$ cat src/rtl/ftr_params.svh
// Purpose: constants for the shift keying and ramp segment controller
// Assumes: fields are plain ports, no register bus
// Notes: widths follow the synthesizer numerator arithmetic
`ifndef FTR_PARAMS_SVH
`define FTR_PARAMS_SVH
`define FTR_FRAC_BITS 24
`define FTR_NUM_W 33
`define FTR_DEV_W 22
`define FTR_INC_W 30
`define FTR_LEN_W 16
`define FTR_SEG_W 3
`define FTR_NSEG 8
`define FTR_PIN_FN_INPUT 5'h07
`define FTR_SHIFT_TRIG_A 2'h1
`define FTR_TRIG_SRC_MOD_RISE 4'h3
`define FTR_TRIG_SRC_T1_RISE 4'h1
`define FTR_TRIG_SRC_T2_RISE 4'h2
`define FTR_TRIG_SRC_MOD_FALL 4'h4
`define FTR_TRIG_SRC_T1_FALL 4'h5
`define FTR_TRIG_SRC_T2_FALL 4'h6
`define FTR_ADV_LEN 2'h0
`define FTR_ADV_TRIG_A 2'h1
`define FTR_ADV_TRIG_B 2'h2
`define FTR_ADV_TRIG_C 2'h3
`endif

$ cat src/rtl/ftr_pkg.sv
// Purpose: types for the shift keying and ramp segment controller
// Assumes: included constants header
// Notes: one-hot sequencer states
`include "ftr_params.svh"
package ftr_pkg;
  typedef enum logic [2:0] {
    FTR_IDLE = 3'h1,
    FTR_LOAD = 3'h2,
    FTR_RUN = 3'h4
  } ftr_state_t;
  typedef logic [`FTR_NUM_W-1:0] ftr_num_t;
endpackage

$ cat src/rtl/ftr_trig_if.sv
// Purpose: carries pin edge events to the trigger decoder
// Assumes: single clock domain
// Notes: events are one-cycle pulses
`timescale 1ns/1ps
`default_nettype none
interface ftr_trig_if;
  logic [2:0] rise;
  logic [2:0] fall;
  logic [3:0] src_a;
  logic [3:0] src_b;
  logic [3:0] src_c;
  logic [2:0] event_abc;
  modport pins(output rise, output fall, input event_abc,
    output src_a, output src_b, output src_c);
  modport dec(input rise, input fall, input src_a, input src_b,
    input src_c, output event_abc);
endinterface
`default_nettype wire
$ cat src/rtl/ftr_ctrl.sv
// Functional notes
// (RL1) deviation equals fpd times value over 2^24
// (RL2) trigger arrives on modulation or trigger pins
// (RL3) pin function 7 makes pin an input
// (RL4) shift select 1 uses trigger A
// (RL5) source 3: modulation rising edge adds deviation
// (RL6) shift keying only while sweep enabled
// (RL7) pfd rate is fin/R, vco fpd*N
// (RL8) a segment may wait for trigger
// (RL9) trigger starts next segment sweeping its length
// (RL10) advance event: 0 length, 1-3 triggers A-C
// (RL11) accumulator-clear bit clears ramp at segment start
// (RL12) timeout moves to successor segment index
//
// Purpose: trigger driven shift keying and ramp segment sequencer
// Assumes: core_clk is the phase detector clock, pins synchronous
// Notes: outputs the carrier numerator plus the ramp and deviation offsets
`timescale 1ns/1ps
`default_nettype none
`include "ftr_params.svh"
module ftr_ctrl #(
  parameter int NSEG = `FTR_NSEG,
  parameter int LEN_W = `FTR_LEN_W
) (
  input wire logic core_clk,
  input wire logic rst_b,
  input wire logic sweep_enable,
  input wire logic [`FTR_DEV_W-1:0] shift_deviation_value,
  input wire logic [1:0] shift_trigger_select,
  input wire logic [4:0] modulation_pin_function,
  input wire logic [4:0] trigger_one_pin_function,
  input wire logic [4:0] trigger_two_pin_function,
  input wire logic [3:0] trigger_a_source,
  input wire logic [3:0] trigger_b_source,
  input wire logic [3:0] trigger_c_source,
  input wire logic [`FTR_NUM_W-1:0] carrier_numerator,
  input wire logic modulation_input_pin,
  input wire logic trigger_input_one,
  input wire logic trigger_input_two,
  input wire logic [NSEG*`FTR_INC_W-1:0] segment_increment,
  input wire logic [NSEG*LEN_W-1:0] segment_length,
  input wire logic [NSEG*2-1:0] segment_advance_event,
  input wire logic [NSEG-1:0] segment_accumulator_clear,
  input wire logic [NSEG*`FTR_SEG_W-1:0] segment_successor,
  output logic [`FTR_NUM_W-1:0] frac_numerator,
  output logic shift_active,
  output logic [`FTR_SEG_W-1:0] segment_index,
  output logic [2:0] pin_is_input
);
  import ftr_pkg::*;
  // operation overview for the next maintainer:
  // - core_clk is the phase detector clock, so one ramp tick is one edge
  // - the carrier numerator is formed outside and arrives as a level
  // - frac_numerator = carrier + ramp accumulator + optional deviation
  // - the sum wraps modulo 2^33, as the divider numerator does
  // - the deviation counts are numerator units over a 2^24 denominator
  // - so the frequency step is fpd times the value over 2^24
  // pin handling:
  // - each pin is sampled once per edge; no synchroniser here
  // - callers must deliver pins already in the core_clk domain
  // - a pin whose function code is not input yields no edge at all
  // - the edge history runs even for ignored pins, so enabling a pin
  //   while it sits high gives no false rising edge next cycle? no:
  //   the history is current, so only a genuine low-to-high counts
  // trigger decode:
  // - three trigger slots share one decoder instance
  // - each slot selects one of six pin edges, other codes give none
  // shift keying:
  // - every selected edge toggles the deviation on or off
  // - a square wave on the pin therefore gives two-tone keying
  // - dropping sweep_enable clears the shift state at once
  // ramp sequencer:
  // - idle until sweep_enable, then load segment zero
  // - load copies the length and optionally clears the accumulator
  // - run counts the length down, adding the increment each tick
  // - length l gives exactly l increments before the advance
  // - trigger-advance segments hold their value until the event
  // - a trigger-advance segment does not count its length
  // - on advance the successor index is loaded next cycle
  // hazards and limits:
  // - a trigger that arrives during load is lost; load lasts one tick
  // - accumulator overflow wraps silently, no limit comparators here
  // - increments are signed, so down ramps use negative values
  // - outputs lag internal state by one register stage
  ftr_trig_if tif();
  ftr_state_t state, next_state;
  logic [2:0] pin_q;
  logic [`FTR_SEG_W-1:0] seg, next_seg;
  logic [LEN_W-1:0] len_cnt;
  ftr_num_t ramp_acc;
  logic shift_on;
  // pins used as triggers must be configured as inputs
  wire [2:0] pin_in = {
    trigger_two_pin_function == `FTR_PIN_FN_INPUT,
    trigger_one_pin_function == `FTR_PIN_FN_INPUT,
    modulation_pin_function == `FTR_PIN_FN_INPUT}; // [RL3]
  wire [2:0] pin_now = {trigger_input_two, trigger_input_one,
    modulation_input_pin}; // [RL2]
  // edges only count on pins that are inputs
  assign tif.rise = pin_in & pin_now & ~pin_q;
  assign tif.fall = pin_in & ~pin_now & pin_q;
  assign tif.src_a = trigger_a_source; // [RL5]
  assign tif.src_b = trigger_b_source;
  assign tif.src_c = trigger_c_source;
  ftr_trig_dec u_dec (
    .t(tif.dec)
  );
  wire [2:0] trig = tif.event_abc;
  // shift keying toggles on the selected trigger
  wire shift_trig = (shift_trigger_select == `FTR_SHIFT_TRIG_A) ? trig[0]
    : (shift_trigger_select == 2'h2) ? trig[1]
    : (shift_trigger_select == 2'h3) ? trig[2] : 1'b0; // [RL4]
  // current segment fields
  wire [1:0] adv = segment_advance_event[seg*2 +: 2];
  wire [LEN_W-1:0] seg_len = segment_length[seg*LEN_W +: LEN_W];
  wire [`FTR_INC_W-1:0] seg_inc =
    segment_increment[seg*`FTR_INC_W +: `FTR_INC_W];
  wire [`FTR_SEG_W-1:0] seg_next =
    segment_successor[seg*`FTR_SEG_W +: `FTR_SEG_W];
  wire len_done = (len_cnt == {LEN_W{1'b0}});
  // trigger-advance segments hold at their value while waiting
  wire adv_hit = (adv == `FTR_ADV_LEN) ? len_done
    : (adv == `FTR_ADV_TRIG_A) ? trig[0]
    : (adv == `FTR_ADV_TRIG_B) ? trig[1] : trig[2]; // [RL8] [RL10]
  wire counting = (adv == `FTR_ADV_LEN) && !len_done;
  wire clr_now = segment_accumulator_clear[seg]; // [RL11]
  // deviation as numerator counts; fpd*dev/2^24 in frequency
  wire [`FTR_NUM_W-1:0] dev_term = shift_on
    ? {{(`FTR_NUM_W-`FTR_DEV_W){1'b0}}, shift_deviation_value}
    : {`FTR_NUM_W{1'b0}}; // [RL1]
  wire [`FTR_NUM_W-1:0] inc_ext =
    {{(`FTR_NUM_W-`FTR_INC_W){seg_inc[`FTR_INC_W-1]}}, seg_inc};
  // sequencer next state
  always_comb begin
    next_state = state;
    next_seg = seg;
    case (state)
      FTR_IDLE: begin
        next_seg = {`FTR_SEG_W{1'b0}};
        if (sweep_enable) begin
          next_state = FTR_LOAD;
        end
      end
      FTR_LOAD: begin
        next_state = FTR_RUN;
      end
      FTR_RUN: begin
        if (adv_hit) begin
          next_seg = seg_next; // [RL9] [RL12]
          next_state = FTR_LOAD;
        end
      end
      default: begin
        next_state = FTR_IDLE;
      end
    endcase
    if (!sweep_enable) begin
      next_state = FTR_IDLE;
    end
  end
  // state and pin history
  always_ff @(posedge core_clk) begin
    if (!rst_b) begin
      state <= FTR_IDLE;
      seg <= {`FTR_SEG_W{1'b0}};
      pin_q <= 3'h0;
    end else begin
      state <= next_state;
      seg <= next_seg;
      pin_q <= pin_now;
    end
  end
  // length counter reloads at each segment start
  always_ff @(posedge core_clk) begin
    if (!rst_b) begin
      len_cnt <= {LEN_W{1'b0}};
    end else if (state == FTR_LOAD) begin
      len_cnt <= seg_len; // [RL9]
    end else if (state == FTR_RUN && counting) begin
      len_cnt <= len_cnt - 1'b1; // [RL10]
    end
  end
  // ramp accumulator, optional clear at segment start
  always_ff @(posedge core_clk) begin
    if (!rst_b || state == FTR_IDLE) begin
      ramp_acc <= {`FTR_NUM_W{1'b0}};
    end else if (state == FTR_LOAD && clr_now) begin
      ramp_acc <= {`FTR_NUM_W{1'b0}}; // [RL11]
    end else if (state == FTR_RUN && counting) begin
      ramp_acc <= ramp_acc + inc_ext; // [RL9]
    end
  end
  // shift keying toggles per edge, only while sweep enabled
  always_ff @(posedge core_clk) begin
    if (!rst_b || !sweep_enable) begin
      shift_on <= 1'b0; // [RL6]
    end else if (shift_trig) begin
      shift_on <= !shift_on; // [RL5]
    end
  end
  // registered outputs; numerator drives the feedback divider [RL7]
  always_ff @(posedge core_clk) begin
    if (!rst_b) begin
      frac_numerator <= {`FTR_NUM_W{1'b0}};
      shift_active <= 1'b0;
      segment_index <= {`FTR_SEG_W{1'b0}};
      pin_is_input <= 3'h0;
    end else begin
      frac_numerator <= carrier_numerator + ramp_acc + dev_term; // [RL1]
      shift_active <= shift_on;
      segment_index <= seg;
      pin_is_input <= pin_in; // [RL3]
    end
  end
endmodule
`default_nettype wire

$ cat src/rtl/ftr_trig_dec.sv
// Purpose: maps a trigger source code to a pin edge event
// Assumes: edges already detected, pins sampled synchronously
// Notes: one decoder serves triggers a, b and c
`timescale 1ns/1ps
`default_nettype none
`include "ftr_params.svh"
module ftr_trig_dec (
  ftr_trig_if.dec t
);
  import ftr_pkg::*;
  function automatic logic pick(input logic [3:0] src, input logic [2:0] r,
                                input logic [2:0] f);
    case (src)
      `FTR_TRIG_SRC_T1_RISE: pick = r[1];
      `FTR_TRIG_SRC_T2_RISE: pick = r[2];
      `FTR_TRIG_SRC_MOD_RISE: pick = r[0];
      `FTR_TRIG_SRC_MOD_FALL: pick = f[0];
      `FTR_TRIG_SRC_T1_FALL: pick = f[1];
      `FTR_TRIG_SRC_T2_FALL: pick = f[2];
      default: pick = 1'b0;
    endcase
  endfunction
  // combinational selection, registered by the caller
  assign t.event_abc[0] = pick(t.src_a, t.rise, t.fall);
  assign t.event_abc[1] = pick(t.src_b, t.rise, t.fall);
  assign t.event_abc[2] = pick(t.src_c, t.rise, t.fall);
endmodule
`default_nettype wire

$ cat config.mk
export PLATFORM = sky130hd
export DESIGN_NAME = ftr_ctrl
export DESIGN_NICKNAME = d
export VERILOG_FILES = /design/src/rtl/ftr_pkg.sv /design/src/rtl/ftr_trig_if.sv /design/src/rtl/ftr_ctrl.sv /design/src/rtl/ftr_trig_dec.sv
export VERILOG_INCLUDE_DIRS = /design/src /design/src/rtl
export SDC_FILE = /design/constraint.sdc
export NUM_CORES = 1
export LEC_CHECK = 0
export BUFFER_PORTS_ARGS = -buffer_cell sky130_fd_sc_hd__buf_2
export CORE_AREA = 3 3 212 214
export CTS_BUF_LIST = sky130_fd_sc_hd__clkbuf_2
export CTS_CLUSTER_DIAMETER = 80
export DETAILED_ROUTE_END_ITERATION = 10
export DIE_AREA = 0 0 215 217
export HOLD_SLACK_MARGIN = 0.15
export SYNTH_ARGS = -nofsm -noshare
export SYNTH_HDL_FRONTEND = slang
export SYNTH_SLANG_ARGS = --single-unit
$ cat constraint.sdc
create_clock -name core_clk -period 5.8 [get_ports core_clk]
set_clock_uncertainty 0.2 [all_clocks]
set_input_delay 0.87 -clock core_clk [delete_from_list [all_inputs] [get_ports core_clk]]
set_output_delay 0.87 -clock core_clk [all_outputs]
set_load 0.01 [all_outputs]
### After elaboration in Yosys (flattened, before gate mapping)

Index checks and enable logic that the tools add are counted.

* shifts and indexed selects: 4
* mux-type cells: 18
* reduce and logical (&&, ||, !) cells: 16
* multiply operators: 2
* equality and inequality tests: 30
* bitwise gates (word level): 6
* add/subtract/negate cells: 4
* $lt $le $gt $ge: 1

Operator list (number)
* 240-bit by 9-bit indexed part select with 30-bit output: 1
* 128-bit by 8-bit indexed part select with 16-bit output: 1
* 33-bit adder: 2
* 4-bit by 3-bit == test with 1-bit output, second input constant: 9
* 33-bit by 22-bit adder with 33-bit output: 1
* 16-bit two-way mux: 2
* 4-bit by 2-bit == test with 1-bit output, second input constant: 6
* 24-bit by 6-bit indexed part select with 3-bit output: 1
* 22-bit two-way mux: 1
* 1-bit one-hot mux with 6 select lines: 3
* 16-bit logical NOT: 1
* 16-bit by 5-bit indexed part select with 2-bit output: 1
* 16-bit by 1-bit subtractor with 16-bit output, second input constant: 1
* 5-bit by 3-bit == test with 1-bit output, second input constant: 3
* 3-bit AND: 4
* 4-bit by 1-bit == test with 1-bit output, second input constant: 3
* 3-bit one-hot mux with 3 select lines: 1
* 3-bit by 4-bit multiplier with 7-bit output, second input constant: 1
* 1-bit two-way mux: 7
* 2-bit == test, second input constant: 3
* 3-bit two-way mux: 2
* 3-bit inverter: 2
* 3-bit one-hot mux with 2 select lines: 1
* 3-bit by 2-bit multiplier with 5-bit output, second input constant: 1
* other kinds (14): 23

* output and inout port bits: 40
* logic and storage cells: 91
* register bits after elaboration: 99

### Longest topological paths before layout

Gate-level depths: netlist of the first run.

* depth after elaboration: 9
* depth in mapped cells: 17
* depth with buffers taken out: 13

### Modules after synthesis

Synthesis of the first run repeated with hierarchy kept, for this count alone.

* cells, all modules: 1080
* area total of the unflattened synthesis: 10568.9 um^2

By module, submodules not included
* ftr_ctrl: seq. area each 1981.9 um^2, cells an instance 1053, instances 1, area each 10415.0 um^2
* ftr_trig_dec: seq. area each 0.0 um^2, cells an instance 27, instances 1, area each 153.9 um^2

### Worst setup path before layout of the first run

No wires, ideal clock.

* kind: register to register
* from: reg seg[0]
* to: reg ramp_acc[20]
* library setup time: 0.092 ns
* arrival: 4.571 ns
* period minus slack after synthesis: 4.863 ns
* setup slack: 0.937 ns
* required time: 5.508 ns
* cell stages (with the launch flop): 18
* cells stage by stage: dfxtp_1 buf_2 buf_2 buf_1 buf_2 mux4_2 mux2_2 ha_1 fa_1 a211oi_1 nor3_1 o21ai_1 a21oi_1 a221o_1 a21o_1 a31oi_1 nor2b_1 o32ai_1

* word-level cells in the longest chain between the ends: 4
* elaborated cells between the ends (all ways): 11
* classes of those cells: add/sub: 1; mul: 1; shift: 2; mux: 2; reduce/logical: 5

Ends and longest elaborated chain
* start, declared: RTL line ftr_ctrl.sv:88 `` logic [`FTR_SEG_W-1:0] seg, next_seg; ``
* start signal, assigned: RTL line ftr_ctrl.sv:165 `` seg <= {`FTR_SEG_W{1'b0}}; ``
* start signal, assigned: RTL line ftr_ctrl.sv:169 `seg <= next_seg;`
* branches (longest 4 deep; another with 33-bit adder)
* end signal, assigned: RTL line ftr_ctrl.sv:186 `` ramp_acc <= {`FTR_NUM_W{1'b0}}; ``
* end signal, assigned: RTL line ftr_ctrl.sv:188 `` ramp_acc <= {`FTR_NUM_W{1'b0}}; ``
* end signal, assigned: RTL line ftr_ctrl.sv:190 `ramp_acc <= ramp_acc + inc_ext;`
* end, declared: RTL line ftr_ctrl.sv:90 `ftr_num_t ramp_acc;`

Parallel ways; which one is timed is not known. The select of a mux whose other input is x is not followed.
A chain may end at the register's enable or synchronous reset.

### Worst setup path after layout of the first run

* from: reg seg[1]
* to: reg ramp_acc[31]

The elaborated chain is that of the path after synthesis.

==> flow_metrics.env, run 1 <==
export IMPL_status="complete, no violations"
export IMPL_path_clk_slew_ns=0.29
export IMPL_drt_iter0_markers=688
export IMPL_cts_tree="built"
export IMPL_grt_pass1_vias=11252
export IMPL_yosysUniqueCellTypes=78
export IMPL_drive_gt1_share_pct=45.2
export IMPL_root_buffer="clkbuf_2"
export IMPL_synth_top_area_cell="mux4_2"
export IMPL_dieWidth_um=215
export IMPL_finalSetupViolCount=0
export IMPL_synth_seq_cells=99
export IMPL_track_usage_pct=18.3
export IMPL_drv_slew=0
export IMPL_port_buffers=545
export IMPL_ys_seq_area_share_pct=18.3
export IMPL_coreArea_um2=43100
export IMPL_synth_flop_cell="dfxtp_1"
export IMPL_slew_headroom_pct=36.6
export IMPL_chipHeight_um=217
export IMPL_cts_buffers=9
export IMPL_synth_edff_count=0
export IMPL_ant_nets=0
export IMPL_start_util_pct=25.1
export IMPL_grt_pass1_wl_um=65600
export IMPL_end_kind="register"
export IMPL_synthTopCellsByArea="mux4_2 22%, dfxtp_1 18%, ha_1 8.6%"
export IMPL_muxShareOfSynthArea_pct=27.9
export IMPL_firstDrtPassIters=7
export IMPL_powerDensity_nw_per_um2=112
export IMPL_final_common_cell="buf_2"
export IMPL_yosys_area_share_adder_pct=13.0
export IMPL_hold_worst_slack_ns=0.322
export IMPL_max_clock_path_buffers=2
export IMPL_finalHoldViolCount=0
export IMPL_arrival_ns=5.16
export IMPL_hp_class="primary input to register"
export IMPL_nets=2219
export IMPL_drc=0
export IMPL_wirelength_um=44200
export IMPL_synthSimpleGateAreaFrac_pct=16.7
export IMPL_cts_sinks=99
export IMPL_fin_crit_ns=4.66
export IMPL_syn_area_um2=10800
export IMPL_rsz0062_at_grt="no"
export IMPL_clock_fmax_mhz=214
export IMPL_tightest_slew_ns=0.952
export IMPL_syn_num_nets=1703
export IMPL_path_class="register to register"
export IMPL_layout_common_cells="545 x buf_2, 104 x mux4_2, 96 x nand2_1, 96 x dfxtp_1, 74 x ha_1"
export IMPL_leakagePower_nw=6.80
export IMPL_synth_xor_area_share_pct=5.18
export IMPL_num_rows=76
export IMPL_synthCells=1099
export IMPL_hpwlAfterDp_um=38400
export IMPL_async_flop_share_pct=0
export IMPL_antenna_found_initial=15
export IMPL_vias_per_cell=4.98
export IMPL_synth_compound_area_share_pct=15.6
export IMPL_setup_tns_ns=0
export IMPL_num_io_pins=546
export IMPL_finalCritPeriodShare_pct=80.4
export IMPL_syn_to_final_growth_pct=32.9
export IMPL_startpoint_type="register"
export IMPL_maxCapViolCount=0
export IMPL_vias=11003
export IMPL_critPathMaxFanout=44
export IMPL_ys_warnings_count=0
export IMPL_utilization_pct=33.4
export IMPL_yosysTopAreaCellShare_pct=21.6
export IMPL_critPathRequiredTime_ns=6.30
export IMPL_die_area_um2=46700
export IMPL_routabilityCongestion=1.01
export IMPL_peakVddDrop_v=0.0000670
export IMPL_clock_latency_ns=0.75
export IMPL_synth_area_per_cell_um2=9.85
export IMPL_grt_overflow=0
export IMPL_synth_top_family_by_area="multiplexers"
export IMPL_cts_max_level=3
export IMPL_routedWlPerCell_um=20.0
export IMPL_grt_max_degree=67
-- cell usage after synthesis (all sizes together) (23+ instances only) --
| cell | instances |
|---|---|
| a21oi | 70 |
| buf | 23 |
| dfxtp | 99 |
| nand2 | 97 |
| xnor2 | 35 |
| mux2i | 29 |
| a21o | 44 |
| clkbuf | 44 |
| mux4 | 104 |
| o21ai | 44 |
| mux2 | 33 |
| xor2 | 29 |
| nor2 | 44 |
| ha | 74 |
| fa | 24 |
| and2 | 62 |
-- layer usage --
| metal | up-vias | track usage, % | part of all wire (%) |
|---|---|---|---|
| met1 | 5283 | 24.9 | 45 |
| li1 | 5235 | - | - |
| met4 | 10 | 5.20 | 1.7 |
| met2 | 423 | 29.6 | 46 |
| met5 | - | 0 | 0.15 |
| met3 | 52 | 3.83 | 6.9 |
-- report_power, final --
group | internal, mW | total, mW | switching, mW | leakage (nW)
clock network | 0.148 | 0.423 | 0.275 | 0.0824
registers | 0.701 | 0.710 | 0.00810 | 0.811
logic | 0.264 | 0.478 | 0.213 | 5.91
total | 1.11 | 1.61 | 0.496 | 6.80
-- per-stage QoR --
stage	setup WS (ns)	power (mW)	area, um2	std cells
after detailed placement	1.10	1.20	14100	2178
after global routing	0.749	1.70	14400	2207
final	1.14	1.61	14400	2208
after floorplan	0.937	0.940	10800	1099
after CTS	1.07	1.64	14400	2205
after global placement	1.12	1.19	14100	2178
-- kinds of logic (layout without fill, tap and decap cells) --
logic type,count (synthesis),after routing
AOI/OAI and AO/OA,254,254
xor gates and xnor gates,64,64
adders and majority gates,98,98
buffers and inverters,82,603
DFF,99,99
muxes,166,166
other,0,3
and+or+nand+nor,336,336
-- state kept, by name, indices dropped and copies added, names as in the netlist, 3 cells and up --
name,count
state,3
ramp_acc,33
frac_numerator,33
len_cnt,16
pin_is_input,3
segment_index,3
pin_q,3
seg,3
-- path summary, 6_finish.rpt --
path                                     to  slack [ns]                       from  cells past startpoint
setup / recovery  ramp_acc[31]$_SDFFE_PP0P_        1.14        seg[1]$_SDFFE_PN0P_                     12
hold / removal        shift_on$_SDFFE_PN0P_        0.32    shift_trigger_select[0]                      4
setup reg to reg  ramp_acc[31]$_SDFFE_PP0P_        1.14        seg[1]$_SDFFE_PN0P_                     12
hold reg to reg   ramp_acc[13]$_SDFFE_PP0P_        0.34  ramp_acc[13]$_SDFFE_PP0P_                      2
-- cell type report --
class | instances | area, um2
Antenna cell | 3 | 7.51
Clock buffer | 12 | 60.1
Clock inverter | 4 | 76.3
Fill cell | 4427 | 28700
Inverter | 15 | 56.3
Multi-Input combinational cell | 918 | 8500
Sequential cell | 99 | 1990
Tap cell | 585 | 732
Timing Repair Buffer | 572 | 2960
-- critical path, cell delays in order (launching register included) --
cell and delay [ns]:
dfxtp_4 0.78, buf_4 0.59, mux4_2 0.43, mux2_2 0.32, ha_1 0.37, o21ai_0 0.13
nor2b_1 0.16, nor4b_1 0.38, o21ai_0 0.28, a41o_1 0.34, o21ai_0 0.24, nor3_1 0.08
a221o_1 0.26
-- what timing repair did --
item,CTS,global route
hold buffers,11,0
setup buffers,0,0
hold endpoints to repair,11,0
resized for setup,0,0
(Power assumes the default switching activity.)
==> run 2: changes to the inputs <==
--- a/config.mk
+++ b/config.mk
@@ -7,11 +7,11 @@
 export NUM_CORES = 1
 export LEC_CHECK = 0
 export BUFFER_PORTS_ARGS = -buffer_cell sky130_fd_sc_hd__buf_2
-export CORE_AREA = 3 3 212 214
+export CORE_AREA = 3 3 209 211
 export CTS_BUF_LIST = sky130_fd_sc_hd__clkbuf_2
 export CTS_CLUSTER_DIAMETER = 80
 export DETAILED_ROUTE_END_ITERATION = 10
-export DIE_AREA = 0 0 215 217
+export DIE_AREA = 0 0 212 214
 export HOLD_SLACK_MARGIN = 0.15
 export SYNTH_ARGS = -nofsm -noshare
 export SYNTH_HDL_FRONTEND = slang
==> constraint.sdc (replaced) <==
create_clock -name core_clk -period 4.22 [get_ports core_clk]
set_clock_uncertainty 0.2 [all_clocks]
set_input_delay 0.633 -clock core_clk [delete_from_list [all_inputs] [get_ports core_clk]]
set_output_delay 0.633 -clock core_clk [all_outputs]
set_load 0.01 [all_outputs]
==> run 2 against run 1 <==
First-iteration DRC count is 14% lower; non-clock buffer count increased by 91; largest power group unchanged; sequential power rose by 37%; highest routed layer is now met4; critical endpoint is now ramp_acc[20]$_SDFFE_PP0P_; hold slack worse by 0.047 ns; largest cell class unchanged; critical path depth is 2 higher; via count up 3.5%.
==> flow_metrics.env, run 2 (synthesis gave the netlist of run 1 again) <==
export IMPL_cts_max_level=3
export IMPL_antenna_found_initial=6
export IMPL_cp_endpoint="ramp_acc[20]$_SDFFE_PP0P_"
export IMPL_dieWidth_um=212
export IMPL_leakagePower_nw=7.23
export IMPL_path_class="register to register"
export IMPL_cts_buffers=9
export IMPL_wl_met1_um=21600
export IMPL_hp_start="segment_length[61]"
export IMPL_crit_buf_inv=2
export IMPL_finalHoldViolCount=0
export IMPL_rr_startpoint="seg[0]$_SDFFE_PN0P_"
export IMPL_num_fill_cells=4303
export IMPL_grt_max_degree=44
export IMPL_powerDensity_nw_per_um2=142
export IMPL_status="complete, no violations"
export IMPL_num_io_pins=546
export IMPL_drive_gt1_share_pct=46.2
export IMPL_coreArea_um2=41900
export IMPL_timing_rr_end="ramp_acc[20]$_SDFFE_PP0P_"
export IMPL_firstDrtPassIters=4
export IMPL_startpoint_type="register"
export IMPL_dr_wl_met3_um=2240
export IMPL_end_kind="register"
export IMPL_vias=11390
export IMPL_crit_path_max_incr_delay_ns=0.50
export IMPL_cts_sinks=99
export IMPL_routabilityCongestion=0.961
export IMPL_slowest_stage="mux4_2"
export IMPL_critPathMaxFanout=12
export IMPL_worstPathCellList="buf_12, buf_4, mux4_2, mux2_2, ha_1, a211oi_2, nor3_1, o21ai_2, a21oi_2, a221o_1, a21o_1, a31oi_1, nor2b_1, o32ai_1"
export IMPL_drc=0
export IMPL_clock_fmax_mhz=243
export IMPL_ant_nets=0
export IMPL_drt_iter0_markers=589
export IMPL_root_buffer="clkbuf_2"
export IMPL_finalCritPeriodShare_pct=97.3
export IMPL_num_rows=75
export IMPL_dp_cells=2182
export IMPL_track_usage_pct=19.9
export IMPL_critPathLaunch="seg[0]$_SDFFE_PN0P_"
export IMPL_critPathRequiredTime_ns=4.72
export IMPL_critical_path_top_delay_family="compound AO/OA/AOI/OAI gates"
export IMPL_setup_tns_ns=0
export IMPL_syn_to_final_growth_pct=40.2
export IMPL_top_regs="frac_numerator x33, ramp_acc x33, len_cnt x16"
export IMPL_nets=2310
export IMPL_peakVddDrop_v=0.000106
export IMPL_hp_class="primary input to register"
export IMPL_finalSetupViolCount=0
export IMPL_clock_latency_ns=0.77
export IMPL_chipHeight_um=214
export IMPL_hold_worst_slack_ns=0.275
export IMPL_port_buffers=545
export IMPL_vias_per_cell=5.05
export IMPL_top_layer="met4"
export IMPL_wl_met2_um=21700
export IMPL_layout_common_cells="545 x buf_2, 104 x mux4_2, 96 x nand2_1, 95 x dfxtp_1, 74 x ha_1"
export IMPL_routedWlPerCell_um=20.7
export IMPL_crit_cells=14
export IMPL_slew_headroom_pct=34.1
export IMPL_grt_pass1_vias=11568
export IMPL_rrSetupSlack_ns=0.11
export IMPL_path_clk_slew_ns=0.33
export IMPL_grt_pass1_wl_um=68800
export IMPL_maxCapViolCount=0
export IMPL_rsz0062_at_grt="no"
export IMPL_die_area_um2=45400
export IMPL_cts_tree="built"
export IMPL_final_common_cell="buf_2"
export IMPL_ff2ff_path_depth=14
export IMPL_start_util_pct=25.8
export IMPL_drv_slew=0
export IMPL_arrival_ns=4.61
export IMPL_wirelength_um=46700
export IMPL_fin_crit_ns=4.11
export IMPL_hpwlAfterDp_um=39900
export IMPL_tightest_slew_ns=0.988
export IMPL_max_clock_path_buffers=2
export IMPL_finalPower_mw=2.15
export IMPL_layout_cells_non_filler=2255
export IMPL_grt_overflow=0
run 2: layout make-up:
class	instances	area (um2)	share of cell area, %
Clock inverter	6	40.0	0.264
Clock buffer	10	50.0	0.330
Timing Repair Buffer	663	3830	25.2
Antenna cell	5	12.5	0.0824
Multi-Input combinational cell	918	8520	56.1
Inverter	15	56.3	0.371
Sequential cell	99	1990	13.1
Tap cell	539	674	4.44
run 2: repair_timing:
item | CTS | global route
gates resized for setup | 0 | 10
hold buffers | 50 | 0
endpoints found under the setup margin | 0 | 15
endpoints found under the hold margin | 36 | 0
buffers inserted | 0 | 1
run 2: routing by layer:
layer | global-route usage [%] | up-vias
met3 | 3.05 | 52
li1 | - | 5427
met2 | 31.7 | 379
met1 | 27.8 | 5532
met5 | 0 | -
met4 | 6.30 | 0
run 2: worst min-delay path by stage:
stage / slack, ns / to / cells after the start
floorplan: 0.25 / ramp_acc[22]$_SDFFE_PP0P_ / 2
global placement: 0.31 / ramp_acc[17]$_SDFFE_PP0P_ / 2
detailed placement: 0.32 / ramp_acc[17]$_SDFFE_PP0P_ / 2
CTS: 0.16 / len_cnt[4]$_SDFFE_PN0P_ / 5
global route: 0.19 / len_cnt[4]$_SDFFE_PN0P_ / 5
finish: 0.27 / len_cnt[13]$_SDFFE_PN0P_ / 5
run 2: where the power goes:
| group | switching [mW] | leakage [nW] | internal, mW | total (mW) |
|---|---|---|---|---|
| sequential | 0.0118 | 0.811 | 0.965 | 0.976 |
| combinational | 0.307 | 6.35 | 0.400 | 0.707 |
| clock | 0.388 | 0.0637 | 0.0815 | 0.470 |
run 2: through the flow:
stage          worst slack (ns)  util (%)  cell area (um2)
2_1_floorplan           0.00228         -            10900
3_3_place_gp            0.00511      34.6            14500
3_5_place_dp            -0.0427      34.6            14500
4_1_cts                 0.00995      36.0            15100
5_1_grt                0.000490      36.2            15200
6_report                  0.112      36.2            15200
run 2: worst register-to-register path, stage by stage, from the launching register on:
cell and delay [ns]:
dfxtp_4 0.46, buf_12 0.16, buf_4 0.19, mux4_2 0.50, mux2_2 0.29, ha_1 0.38, a211oi_2 0.31, nor3_1 0.10
o21ai_2 0.22, a21oi_2 0.09, a221o_1 0.35, a21o_1 0.21, a31oi_1 0.22, nor2b_1 0.08, o32ai_1 0.28
